### config.mk
export PLATFORM = sky130hd
export DESIGN_NAME = nvh_host
export DESIGN_NICKNAME = d
export VERILOG_FILES = /design/src/verilog/nvh_pkg.sv /design/src/verilog/nvh_timer.sv /design/src/verilog/nvh_host.sv
export SDC_FILE = /design/constraint.sdc
export NUM_CORES = 1
export LEC_CHECK = 0
export BUFFER_PORTS_ARGS = -buffer_cell sky130_fd_sc_hd__buf_2
export CAP_MARGIN = 20
export CORE_MARGIN = 1.5
export CORE_UTILIZATION = 55
export CTS_BUF_LIST = sky130_fd_sc_hd__clkbuf_4 sky130_fd_sc_hd__clkbuf_8
export DETAILED_ROUTE_END_ITERATION = 8
export PLACE_DENSITY_LB_ADDON = 0.1
export SKIP_CTS_REPAIR_TIMING = 1
export SYNTH_ARGS = -nofsm -noshare
export SYNTH_HDL_FRONTEND = slang
export SYNTH_SLANG_ARGS = --single-unit
### constraint.sdc
create_clock -name mclk -period 6.9 [get_ports mclk]
set_input_delay 0.345 -clock mclk [delete_from_list [all_inputs] [get_ports mclk]]
set_output_delay 0.345 -clock mclk [all_outputs]
set_load 0.05 [all_outputs]
### src/verilog/nvh_pkg.sv
package nvh_pkg;
	// bus geometry
	localparam int ADDR_W = 13;
	localparam int DATA_W = 8;
	localparam int SEQ_LEN = 6;
	localparam int CLK_NS = 10;
	// unlock sequence addresses
	localparam logic [12:0] SEQ_A0 = 13'h0000;
	localparam logic [12:0] SEQ_A1 = 13'h1555;
	localparam logic [12:0] SEQ_A2 = 13'h0aaa;
	localparam logic [12:0] SEQ_A3 = 13'h1fff;
	localparam logic [12:0] SEQ_A4 = 13'h10f0;
	localparam logic [12:0] SEQ_SAVE = 13'h0f0f;
	localparam logic [12:0] SEQ_RESTORE = 13'h0f0e;
	localparam logic [12:0] SEQ_TEST = 13'h139c;
	// timing in printed units
	localparam int SELECT_PULSE_NS = 35;
	localparam int ACCESS_NS = 45;
	localparam int IDLE_NS = 20;
	localparam int SAVE_MS = 10;
	localparam int RESTORE_US = 20;
	localparam int POWERUP_US = 650;
	// cycle counts; least times round up
	localparam int SELECT_CYC = (SELECT_PULSE_NS + CLK_NS - 1) / CLK_NS;
	localparam int ACCESS_CYC = (ACCESS_NS + CLK_NS - 1) / CLK_NS;
	localparam int IDLE_CYC = (IDLE_NS + CLK_NS - 1) / CLK_NS;
	localparam int SAVE_CYC = SAVE_MS * 1000000 / CLK_NS;
	localparam int RESTORE_CYC = RESTORE_US * 1000 / CLK_NS;
	localparam int POWERUP_CYC = POWERUP_US * 1000 / CLK_NS;
	// host sequencer states
	typedef enum logic [2:0] {
		NVH_POWERUP = 3'b000,
		NVH_IDLE = 3'b001,
		NVH_ACTIVE = 3'b011,
		NVH_RECOVER = 3'b010,
		NVH_BUSY = 3'b110
	} nvh_state_e;
	// user commands
	typedef enum logic [1:0] {
		NVH_CMD_READ = 2'h0,
		NVH_CMD_WRITE = 2'h1,
		NVH_CMD_SAVE = 2'h2,
		NVH_CMD_RESTORE = 2'h3
	} nvh_cmd_e;
endpackage : nvh_pkg

### src/verilog/nvh_timer.sv
`timescale 1ns/1ps
// down counter for the long nonvolatile waits
module nvh_timer #(
	parameter int W = 24
) (
	input wire logic mclk,
	input wire logic reset,
	input wire logic load,
	input wire logic [W-1:0] load_val,
	output logic done
);
	logic [W-1:0] count;
	logic [W-1:0] next_count;

	// done is high while the count rests at zero
	always_comb begin
		next_count = count;
		if (load) begin
			next_count = load_val;
		end else if (count != '0) begin
			next_count = count - 1'b1;
		end
	end

	always_ff @(posedge mclk) begin
		if (reset) begin
			count <= '0;
		end else begin
			count <= next_count;
		end
	end

	assign done = (count == '0);
endmodule : nvh_timer

### src/verilog/nvh_host.sv
`timescale 1ns/1ps
// Overview of operation
// save needs six ordered reads ending 0f0f
// sixth address picks save or restore
// write strobe high during sequence reads
// output gate irrelevant to sequence recognition
// never issue the reserved 139c sequence
// one select pulse per sequence address
// device ignores inputs while operation runs
// sixth access data lines float
// save completes within ten milliseconds
// restore completes within twenty microseconds
// low supply aborts save, not restore
// automatic restore at power up
// repeated same-address read breaks sequence
// short select pulse still advances sequence
// read when select and gate low
// outputs follow address during read
// write captured when first strobe rises
// address stable throughout write cycle
// gate held high during write
// device disables drivers on write
// ordinary access suspended during transfer
// intervening access aborts the sequence
// restore clears then copies nonvolatile data
// power-up restore done within 650 us
// memory usable again after save
// mismatch resets detector, 0000 restarts
// detector starts empty after each operation
module nvh_host
	import nvh_pkg::*;
#(
	parameter int POWERUP_WAIT = nvh_pkg::POWERUP_CYC,
	parameter int SAVE_WAIT = nvh_pkg::SAVE_CYC,
	parameter int RESTORE_WAIT = nvh_pkg::RESTORE_CYC
) (
	input wire logic mclk,
	input wire logic reset,
	input wire logic cmd_valid,
	input wire nvh_pkg::nvh_cmd_e cmd_op,
	input wire logic [nvh_pkg::ADDR_W-1:0] cmd_addr,
	input wire logic [nvh_pkg::DATA_W-1:0] cmd_wdata,
	output logic cmd_ready,
	output logic rsp_valid,
	output logic [nvh_pkg::DATA_W-1:0] rsp_rdata,
	output logic chip_select_n,
	output logic write_strobe_n,
	output logic output_gate_n,
	output logic [nvh_pkg::ADDR_W-1:0] addr_lines,
	output logic [nvh_pkg::DATA_W-1:0] data_lines_o,
	output logic data_lines_oe,
	input wire logic [nvh_pkg::DATA_W-1:0] data_lines_i
);
	import nvh_pkg::*;

	localparam int TW = 24;

	nvh_state_e state;
	nvh_state_e next_state;
	nvh_cmd_e op;
	nvh_cmd_e next_op;
	logic [2:0] step;
	logic [2:0] next_step;
	logic [3:0] phase;
	logic [3:0] next_phase;
	logic [ADDR_W-1:0] next_addr;
	logic [DATA_W-1:0] wdata;
	logic [DATA_W-1:0] next_wdata;
	logic next_cs_n;
	logic next_we_n;
	logic next_oe_n;
	logic next_dq_oe;
	logic next_ready;
	logic next_rsp_valid;
	logic [DATA_W-1:0] next_rsp_rdata;
	logic [DATA_W-1:0] dq_meta;
	logic [DATA_W-1:0] dq_sync;
	logic tmr_load;
	logic [TW-1:0] tmr_val;
	logic tmr_done;

	// one long wait timer shared by power-up, save and restore
	nvh_timer #(
		.W(TW)
	) u_timer (
		.mclk(mclk),
		.reset(reset),
		.load(tmr_load),
		.load_val(tmr_val),
		.done(tmr_done)
	);

	// read data come from a pin, so two flops before use
	always_ff @(posedge mclk) begin
		dq_meta <= data_lines_i;
		dq_sync <= dq_meta;
	end

	// address of each unlock step; last one chooses the operation
	function automatic logic [ADDR_W-1:0] seq_addr(input logic [2:0] s, input nvh_cmd_e o);
		case (s)
			3'd0: seq_addr = SEQ_A0;
			3'd1: seq_addr = SEQ_A1;
			3'd2: seq_addr = SEQ_A2;
			3'd3: seq_addr = SEQ_A3;
			3'd4: seq_addr = SEQ_A4;
			default: seq_addr = (o == NVH_CMD_SAVE) ? SEQ_SAVE : SEQ_RESTORE;
		endcase
	endfunction : seq_addr

	// bus sequencer; one access per phase run, strobes idle between
	always_comb begin
		next_state = state;
		next_op = op;
		next_step = step;
		next_phase = phase;
		next_addr = addr_lines;
		next_wdata = wdata;
		next_cs_n = 1'b1;
		next_we_n = 1'b1;
		next_oe_n = 1'b1;
		next_dq_oe = 1'b0;
		next_ready = 1'b0;
		next_rsp_valid = 1'b0;
		next_rsp_rdata = rsp_rdata;
		tmr_load = 1'b0;
		tmr_val = '0;
		case (state)
			NVH_POWERUP: begin
				// device restores itself; no access until it is done
				// timer rests at zero before it is armed, so skip phase 0
				if (phase != 4'd0 && tmr_done) begin
					next_state = NVH_IDLE;
					next_ready = 1'b1;
				end
			end
			NVH_IDLE: begin
				next_ready = 1'b1;
				if (cmd_valid) begin
					next_ready = 1'b0;
					next_op = cmd_op;
					next_wdata = cmd_wdata;
					next_step = 3'd0;
					next_phase = 4'd0;
					next_state = NVH_ACTIVE;
					// sequence always starts at 0000, never the test address
					if (cmd_op == NVH_CMD_SAVE || cmd_op == NVH_CMD_RESTORE) begin
						next_addr = seq_addr(3'd0, cmd_op);
					end else begin
						next_addr = cmd_addr;
					end
				end
			end
			NVH_ACTIVE: begin
				next_phase = phase + 4'd1;
				next_cs_n = 1'b0;
				if (op == NVH_CMD_WRITE) begin
					// gate stays high so the bus has one driver
					next_oe_n = 1'b1;
					next_we_n = 1'b0;
					next_dq_oe = 1'b1;
				end else begin
					// sequence reads keep write high; gate low is harmless
					next_we_n = 1'b1;
					next_oe_n = (op == NVH_CMD_READ) ? 1'b0 : 1'b1;
				end
				if (phase == 4'(ACCESS_CYC - 1)) begin
					// select pulse four cycles: wide enough for sequence clocking, one cycle short of ACCESS_CYC
					next_cs_n = 1'b1;
					next_we_n = 1'b1;
					next_oe_n = 1'b1;
					// data held one more cycle past write end
					next_dq_oe = (op == NVH_CMD_WRITE);
					next_phase = 4'd0;
					next_state = NVH_RECOVER;
					if (op == NVH_CMD_READ) begin
						next_rsp_rdata = dq_sync;
					end
				end
			end
			NVH_RECOVER: begin
				// address held while strobes high, then step on
				next_phase = phase + 4'd1;
				if (phase == 4'(IDLE_CYC - 1)) begin
					next_phase = 4'd0;
					if (op == NVH_CMD_READ || op == NVH_CMD_WRITE) begin
						next_rsp_valid = 1'b1;
						next_ready = 1'b1;
						next_state = NVH_IDLE;
					end else if (step == 3'(SEQ_LEN - 1)) begin
						// sixth strobe has started the transfer
						tmr_load = 1'b1;
						tmr_val = (op == NVH_CMD_SAVE) ? TW'(SAVE_WAIT) : TW'(RESTORE_WAIT);
						next_state = NVH_BUSY;
					end else begin
						// distinct addresses back to back, nothing in between
						next_step = step + 3'd1;
						next_addr = seq_addr(next_step, op);
						next_state = NVH_ACTIVE;
					end
				end
			end
			NVH_BUSY: begin
				// bus quiet until the transfer time is spent
				if (tmr_done) begin
					next_rsp_valid = 1'b1;
					next_ready = 1'b1;
					next_state = NVH_IDLE;
				end
			end
			default: begin
				next_state = NVH_IDLE;
			end
		endcase
		if (state == NVH_POWERUP && phase == 4'd0) begin
			// first cycle after reset arms the power-up wait
			tmr_load = 1'b1;
			tmr_val = TW'(POWERUP_WAIT);
			next_phase = 4'd1;
		end
	end

	always_ff @(posedge mclk) begin
		if (reset) begin
			state <= NVH_POWERUP;
			op <= NVH_CMD_READ;
			step <= 3'd0;
			phase <= 4'd0;
			addr_lines <= '0;
			wdata <= '0;
			chip_select_n <= 1'b1;
			write_strobe_n <= 1'b1;
			output_gate_n <= 1'b1;
			data_lines_oe <= 1'b0;
			cmd_ready <= 1'b0;
			rsp_valid <= 1'b0;
			rsp_rdata <= '0;
		end else begin
			state <= next_state;
			op <= next_op;
			step <= next_step;
			phase <= (next_state == NVH_IDLE) ? 4'd0 : next_phase;
			addr_lines <= next_addr;
			wdata <= next_wdata;
			chip_select_n <= next_cs_n;
			write_strobe_n <= next_we_n;
			output_gate_n <= next_oe_n;
			data_lines_oe <= next_dq_oe;
			cmd_ready <= next_ready;
			rsp_valid <= next_rsp_valid;
			rsp_rdata <= next_rsp_rdata;
		end
	end

	// write data registered straight to the pins
	always_ff @(posedge mclk) begin
		data_lines_o <= wdata;
	end
endmodule : nvh_host

==> metrics.cfg, run 1 <==
[clock_network]
numCtsBuffers = 9
clk-insertion-delay-late_ns = 0.37
cts-htree-levels = 3
clk_pin_slew_ns = 0.11
clock-sinks = 95
cts_root_buf = clkbuf_8
cts_tree = done
cts_buffer_depth = 2

[sta]
finalHoldViolCount = 0
finClkSkew_ns = 0.0152
drv_slew = 0
hold_slack_ns = 0.0623
slew-limit-headroom_pct = 45.9
setup_tns_ns = 0
layout_min_cycle_time_ns = 2.45
setup_ws_ns = 4.45
rsz0062_at_grt = false
period_share_pct = 35.6
worstMarginPinSlew_ns = 0.808
max_freq_ghz = 0.407
finalSetupViolations = 0

[yosys]
yosysSeqAreaShare_pct = 48.8
ys_top_cells_by_count = dfxtp_1 (95), nand2_1 (71), a21oi_1 (58)
syn_area_per_cell_um2 = 8.70
synth.most_common_cell = dfxtp_1
ys.flop_type = dfxtp_1
synth_nets = 491
synth_edf_count = 0
synth_top_cell_area_share_pct = 48.8
synth_warnings = 0
ys_ff_latch = 95
netlist_top_cells_area = dfxtp_1 (49%), a21oi_1 (7.4%), nand2_1 (6.8%)
synth_top_area_cell = dfxtp_1
synthDistinctLibCells = 53
synth_cells = 448
async_flop_share_pct = 0
syn-cell-area_um2 = 3900

[min_path]
hp-class = in2reg
hold_depth = 1

[power]
p_comb_share_pct = 23.3
p_switching_mw = 0.453
power-per-cell-area_nw_per_um2 = 293
p_sw_share_pct = 34.3
power.share.clock_pct = 28.0
p_int_mw = 0.870
total_power_mw = 1.32
seqPwrFrac_pct = 48.7
worst_ir_drop_vdd_mv = 0.207
p_leak_nw = 1.88

[layout]
fin_cells = 613
drive_above_1_share_pct = 19.5
syn_to_final_growth_pct = 15.8
fillers = 602
fin_nets = 555
diodes = 0

[die]
num_rows = 30
initial_utilization_pct = 57.1
die_x_um = 87.2
core_area_um2 = 6830
die_h_um = 87.2
dieArea_um2 = 7600
ioPinCount = 69

[setup_path]
end_kind = flop
crit_end = u_timer.count[17]
worst_path_max_delay_cell = or4_1
worstPathRequired_ns = 7.22
crit_start = phase[0]
rr_worst_depth = 7
crit_path_start_kind = flop
rrSetupSlack_ns = 4.45
cpPeakStageDelay_ns = 0.58
r2r_end = u_timer.count[17]
r2r_start = phase[0]
crit_arrival_ns = 2.77
path_cells = ha_1 -> or3b_2 -> or4_1 -> nand2_1 -> nor2_1 -> a21oi_1 -> o221a_2
critPathKind = reg2reg
crit_fanout = 7

[place]
dp_hpwl_mm = 6.12
place_ws_ns = 4.46
place.gp.congestion = 0.839
portBuffers = 68
dpl.cell_count = 596

[status]
status = complete, no violations

[global_route]
antenna_found_initial = 0
grt_pass1_wl_mm = 14.4
grt_max_degree = 46
grt_pass1_vias = 3137
overflow = 0
track_usage_pct = 24.1

[detailed_routing]
detail_route.wl_per_cell_um = 14.2
drt_iter0_markers = 212
drc = 0
ant_nets = 0
routed_wl_mm = 8.70
via_per_inst = 5.46
dr.pass1.iters = 4
vias = 3346

[flow_run]
drv_cap = 0

==> layout make-up <==
type / instances / area [µm²] / share of cell area, %
sequential: 95 / 1900 / 42.1
multi-input combinational: 323 / 1880 / 41.5
timing repair buffer: 72 / 368 / 8.15
clock buffer: 9 / 124 / 2.74
tap: 96 / 120 / 2.66
clock inverter: 7 / 83.8 / 1.86
inverter: 11 / 41.3 / 0.915
==> cell families after synthesis <==
family | share of synthesized area [%]
xor gates and xnor gates | 3.60
AOI/OAI and AO/OA | 16.8
and+or+nand+nor | 24.9
DFF | 48.8
adders and majority gates | 2.89
buffers and inverters | 3.08
==> worst max-delay path, delay by kind of cell (launching register included) <==
| kind | cells | cell delay, ns |
|---|---|---|
| compound gates | 2 | 0.34 |
| flops | 1 | 0.46 |
| simple gates | 4 | 1.34 |
| fa+ha+maj | 1 | 0.27 |
==> flip-flops by register name (all words and copies together), names as in the netlist <==
register / flops
addr_lines: 13
state: 3
output_gate_n: 1
wdata: 8
dq_meta: 8
rsp_rdata: 8
write_strobe_n: 1
cmd_ready: 1
phase: 4
data_lines_o: 8
rsp_valid: 1
u_timer.count: 24
step: 3
data_lines_oe: 1
dq_sync: 8
chip_select_n: 1
op: 2
==> through the flow <==
stage	utilization (%)	instance area, µm²
2_1_floorplan	-	3900
3_3_place_gp	63.0	4300
3_5_place_dp	63.0	4300
4_1_cts	66.0	4510
5_1_grt	66.1	4510
6_report	66.1	4510
==> routing by layer <==
metal | global-route usage (%) | up-vias | wire (µm)
met3 | 4.64 | 15 | 336
met5 | 0 | - | 0
met2 | 38.3 | 62 | 4150
met1 | 31.6 | 1560 | 4040
met4 | 11.5 | 0 | 165
li1 | - | 1709 | -
==> cell usage in the layout (no fill, tap or decap), types with 4 or more instances in the layout <==
cell | netlist | routed
clkbuf_8 | 0 | 9
or3_1 | 6 | 6
xnor2_1 | 9 | 9
a31oi_1 | 4 | 4
nor2_1 | 39 | 39
ha_1 | 9 | 9
nand3_1 | 7 | 7
dfxtp_1 | 95 | 95
xor2_1 | 7 | 7
a21oi_1 | 58 | 58
o21ai_0 | 14 | 14
nand2b_1 | 10 | 10
inv_1 | 11 | 11
nand2_1 | 71 | 71
nor3_1 | 19 | 19
buf_2 | 0 | 69
nor4_1 | 11 | 11
==> power by group through the flow <==
stage	registers, mW	clock network [mW]	logic [mW]
2_1_floorplan	0.649	0	0.243
3_3_place_gp	0.654	0	0.303
3_5_place_dp	0.657	0	0.307
4_1_cts	0.644	0.380	0.309
5_1_grt	0.652	0.402	0.344
6_report	0.644	0.370	0.309
==> how the worst min path moves through the flow <==
stage / slack [ns] / to / start
global route: 0.04 / dq_meta[0] / data_lines_i[0]
global placement: 0.31 / dq_sync[6] / dq_meta[6]
floorplan: 0.31 / dq_sync[0] / dq_meta[0]
finish: 0.06 / dq_meta[2] / data_lines_i[2]
detailed placement: 0.31 / dq_sync[0] / dq_meta[0]
CTS: 0.05 / dq_meta[0] / data_lines_i[0]
(Power assumes the default switching activity.)
==> inputs of run 2 (changes only) <==
- ABC_AREA: unset -> 1
- CORE_UTILIZATION: 55 -> 52
- clock period: 6.9 -> 2.1 ns (I/O delays scaled with it)
==> metrics.cfg, run 2 <==
[status]
status = finished with violations
violations = negative hold slack

[layout]
largest-register = u_timer.count
drive_above_1_share_pct = 20.1
reg_top3 = u_timer.count (24), addr_lines (13)
final_cell_mix = dfxtp_1 (95), nor2_1 (82), nand2_1 (75)
diodes = 0
syn_to_final_growth_pct = 18.0
layout_commonest_cell = dfxtp_1
final_util_pct = 64.3
fillers = 659
fin_nets = 635
largest_reg_flops = 24
final_area_um2 = 4710

[yosys]
synth_top_area_cell = dfxtp_1
ys.flop_type = dfxtp_1
synth_edf_count = 0
ys_ff_latch = 95
synth.most_common_cell = dfxtp_1
netlist_top_cells_area = dfxtp_1 (48%), nor2_1 (7.7%), nand2_1 (7.0%)
synth_cells = 509
syn-cell-area_um2 = 3990
yosysSeqAreaShare_pct = 47.6
synth_nets = 552
async_flop_share_pct = 0
synthDistinctLibCells = 34
synth_top_cell_area_share_pct = 47.6
synth_warnings = 0
syn_area_per_cell_um2 = 7.85
ys_top_cells_by_count = dfxtp_1 (95), nor2_1 (82), nand2_1 (75)

[global_route]
grt_pass1_vias = 3415
track_usage_pct = 23.3
antenna_found_initial = 0
grt_max_degree = 23
overflow = 0
grt_pass1_wl_mm = 15.4

[die]
die_x_um = 90.6
ioPinCount = 69
num_rows = 31
initial_utilization_pct = 54.5
die_h_um = 90.6
dieArea_um2 = 8220
core_area_um2 = 7330

[place]
place.gp.congestion = 0.970
place_area_um2 = 4440
portBuffers = 68
dp_hpwl_mm = 6.99

[setup_path]
critPathKind = reg2reg
r2r_end = phase[1]
crit_fanout = 6
crit_arrival_ns = 2.19
worstPathRequired_ns = 2.36
crit_start = u_timer.count[0]
end_kind = flop
r2r_start = u_timer.count[0]
rr_worst_depth = 11
crit_path_start_kind = flop
rrSetupSlack_ns = 0.17

[sta]
hold_slack_ns = -0.0142
layout_min_cycle_time_ns = 1.93
finClkSkew_ns = 0.00893
period_share_pct = 92.0
finalHoldViolCount = 3
slew-limit-headroom_pct = 68.0
drv_slew = 0
rsz0062_at_grt = false
worstMarginPinSlew_ns = 0.479
max_freq_ghz = 0.518
finalSetupViolations = 0
setup_tns_ns = 0

[detailed_routing]
wl_met3_um = 444
wl_met2_mm = 4.59
drt_iter0_markers = 184
vias = 3608
routed_wl_mm = 9.35
ant_nets = 0
dr.pass1.iters = 4
drt-met1-wl_mm = 4.13
via_per_inst = 5.19
drc = 0
routed.top_layer = met4
detail_route.wl_per_cell_um = 13.5

[power]
p_leak_nw = 2.11
worst_ir_drop_vdd_mv = 0.425
power-per-cell-area_nw_per_um2 = 711

[clock_network]
cts-htree-levels = 3
cts_buffer_depth = 2
cts_root_buf = clkbuf_8
clock-sinks = 95
numCtsBuffers = 9
clk-insertion-delay-late_ns = 0.36
clk_pin_slew_ns = 0.10
cts_tree = done

[min_path]
whs_endpoint = wdata[1]
hp-class = in2reg
hp-start = cmd_wdata[1]
hold_depth = 3

[flow_run]
drv_cap = 0

==> run 2: logic make-up (layout without fill, tap and decap cells) <==
| kind of cell | after synthesis | count (layout) | share of synthesized area, % |
|---|---|---|---|
| DFF | 95 | 95 | 47.6 |
| AOI/OAI and AO/OA | 101 | 101 | 14.1 |
| buffers and inverters | 64 | 151 | 6.61 |
| xor gates and xnor gates | 16 | 16 | 3.51 |
| and+or+nand+nor | 224 | 224 | 25.3 |
| adders and majority gates | 9 | 9 | 2.82 |
==> run 2: area by class of cell <==
| class | instances | area (µm²) | area share [%] |
|---|---|---|---|
| Inverter | 51 | 195 | 4.14 |
| Sequential cell | 95 | 1900 | 40.3 |
| Multi-Input combinational cell | 350 | 1830 | 38.8 |
| Timing Repair Buffer | 85 | 493 | 10.5 |
| Clock inverter | 5 | 41.3 | 0.876 |
| Clock buffer | 10 | 131 | 2.79 |
| Tap cell | 99 | 124 | 2.63 |
==> run 2: report_power, final <==
group / switching (mW) / total [mW] / internal (mW)
sequential: 0.0410 / 1.89 / 1.85
clock: 0.637 / 1.08 / 0.448
combinational: 0.228 / 0.372 / 0.144
total: 0.906 / 3.35 / 2.44
==> run 2: worst max path at each step <==
stage | end | slack (ns)
floorplan | phase[2] | 0.47
global placement | phase[2] | 0.29
detailed placement | phase[1] | 0.22
CTS | phase[1] | 0.21
global route | phase[1] | 0.02
finish | phase[1] | 0.17
==> run 2: worst max-delay path: stages (launching register included) <==
cell and delay (ns):
dfxtp_1 0.34, inv_1 0.10, ha_1 0.28, nand2_2 0.13, nor2_4 0.20, nand2_2 0.12
nor2_4 0.20, nand2_1 0.09, nand3_1 0.11, nand2_1 0.09, nand2_1 0.10, nor2_1 0.06
==> run 2: metal layers <==
metal | GRT usage, % | vias to the layer above
met4 | 10.4 | 0
li1 | - | 1848
met5 | 0 | -
met2 | 40.0 | 97
met3 | 4.88 | 17
met1 | 27.8 | 1646
==> run 2: per-stage QoR <==
step	instances	hold slack [ns]	total power, mW	setup WS, ns
6_report	695	-0.0142	3.35	0.169
5_1_grt	695	0.0192	3.50	0.0160
4_1_cts	685	-0.178	3.36	0.207
3_5_place_dp	670	0.210	2.29	0.219
3_3_place_gp	670	0.207	2.29	0.289
2_1_floorplan	509	0.133	2.18	0.468
==> inputs of run 3 (changes only) <==
- CORE_UTILIZATION: 52 -> 50
- CTS_BUF_LIST: sky130_fd_sc_hd__clkbuf_4 sky130_fd_sc_hd__clkbuf_8 -> sky130_fd_sc_hd__clkbuf_4 sky130_fd_sc_hd__clkbuf_8 sky130_fd_sc_hd__clkbuf_16
==> metrics.cfg, run 3 (synthesized netlist as in run 2, its figures left out) <==
[detailed_routing]
vias = 3637
drt_iter0_markers = 102
via_per_inst = 5.18
dr.pass1.iters = 4
detail_route.wl_per_cell_um = 13.5
routed_wl_mm = 9.49
drc = 0
ant_nets = 0

[clock_network]
clk_pin_slew_ns = 0.10
cts_tree = done
clock-sinks = 95
clk-insertion-delay-late_ns = 0.37
cts_root_buf = clkbuf_8
cts-htree-levels = 3
numCtsBuffers = 9
cts_buffer_depth = 2

[sta]
max_freq_ghz = 0.543
layout_min_cycle_time_ns = 1.84
setup_tns_ns = 0
period_share_pct = 87.7
drv_slew = 0
rsz0062_at_grt = false
finalSetupViolations = 0
slew-limit-headroom_pct = 58.5
finClkSkew_ns = 0.0119
worstMarginPinSlew_ns = 0.622
finalHoldViolCount = 2
hold_slack_ns = -0.0190

[global_route]
antenna_found_initial = 0
grt_pass1_vias = 3416
track_usage_pct = 22.4
grt_max_degree = 23
grt_pass1_wl_mm = 15.3
overflow = 0

[layout]
reg_top3 = u_timer.count (24), addr_lines (13)
multi_input_area_um2 = 1830
fillers = 664
syn_to_final_growth_pct = 19.8
final_util_pct = 61.9
layout_commonest_cell = dfxtp_1
seqCellArea_um2 = 1900
fin_nets = 638
diodes = 0
largest-register = u_timer.count
final_cell_mix = dfxtp_1 (95), nor2_1 (82), nand2_1 (75)
largest_reg_flops = 24
drive_above_1_share_pct = 20.3

[die]
ioPinCount = 69
num_rows = 32
dieArea_um2 = 8530
core_area_um2 = 7730
die_x_um = 92.4
initial_utilization_pct = 51.7
die_h_um = 92.4

[setup_path]
worstPathRequired_ns = 2.35
end_kind = flop
crit_fanout = 6
crit_start = u_timer.count[0]
crit_path_start_kind = flop
crit_arrival_ns = 2.10
r2r_start = u_timer.count[0]
critPathKind = reg2reg

[place]
portBuffers = 68
place.gp.congestion = 0.933
dp_hpwl_mm = 6.80

[power]
power-per-cell-area_nw_per_um2 = 740
total_power_mw = 3.54
p_leak_nw = 2.13
worst_ir_drop_vdd_mv = 0.441

[status]
status = finished with violations
violations = negative hold slack

[min_path]
hp-start = cmd_wdata[7]
hp-class = in2reg

[flow_run]
drv_cap = 0

## run 3: cell types whose count changed in the layout (fill, tap and decap cells not counted), sizes merged
cell         previous run  this run
dlygate4sd3            10        13
bufinv                  0         1
clkinv                  2         1
inv                    52        53
## run 3: routing by layer
| layer | share of wire [%] | track usage (%) | vias to the layer above |
|---|---|---|---|
| met4 | 2.0 | 8.85 | 0 |
| met2 | 50 | 39.2 | 74 |
| met1 | 44 | 26.7 | 1697 |
| met3 | 4.0 | 4.68 | 21 |
| met5 | 0 | 0 | - |
| li1 | - | - | 1845 |
## run 3: report_power, final
| part | switching [mW] | internal (mW) | leakage [nW] |
|---|---|---|---|
| clock | 0.681 | 0.585 | 0.100 |
| combinational | 0.232 | 0.148 | 1.26 |
| sequential | 0.0405 | 1.85 | 0.776 |
| total | 0.954 | 2.59 | 2.13 |
## run 3: path summary, 6_finish.rpt
kind                endpoint  slack (ns)  cells after the start
setup / recovery    phase[1]        0.26                     11
hold / removal      wdata[7]       -0.02                      3
setup reg to reg    phase[1]        0.26                     11
hold reg to reg   dq_sync[1]        0.34                      0
## run 3: final cells by class
| type | count | area share (%) |
|---|---|---|
| timing repair buffer | 88 | 10.9 |
| clock inverter | 6 | 1.59 |
| sequential | 95 | 39.7 |
| tap | 102 | 2.67 |
| clock buffer | 10 | 2.75 |
| inverter | 51 | 4.08 |
| multi-input combinational | 350 | 38.2 |
## run 3: stage by stage
stage,cell area (µm²),setup slack [ns],cells
after floorplan,3990,0.468,509
after global placement,4450,0.305,673
after detailed placement,4450,0.225,673
after CTS,4650,0.214,689
after global routing,4790,0.0127,702
final,4790,0.258,702
## run 3: worst max-delay path, cell delays in order (launching register included)
cell     delay [ns]
dfxtp_1        0.34
inv_1          0.10
ha_2           0.25
nand2_2        0.11
nor2_4         0.19
nand2_2        0.12
nor2_4         0.19
nand2_1        0.09
nand3_1        0.09
nand2_1        0.10
nand2_1        0.10
nor2_1         0.05
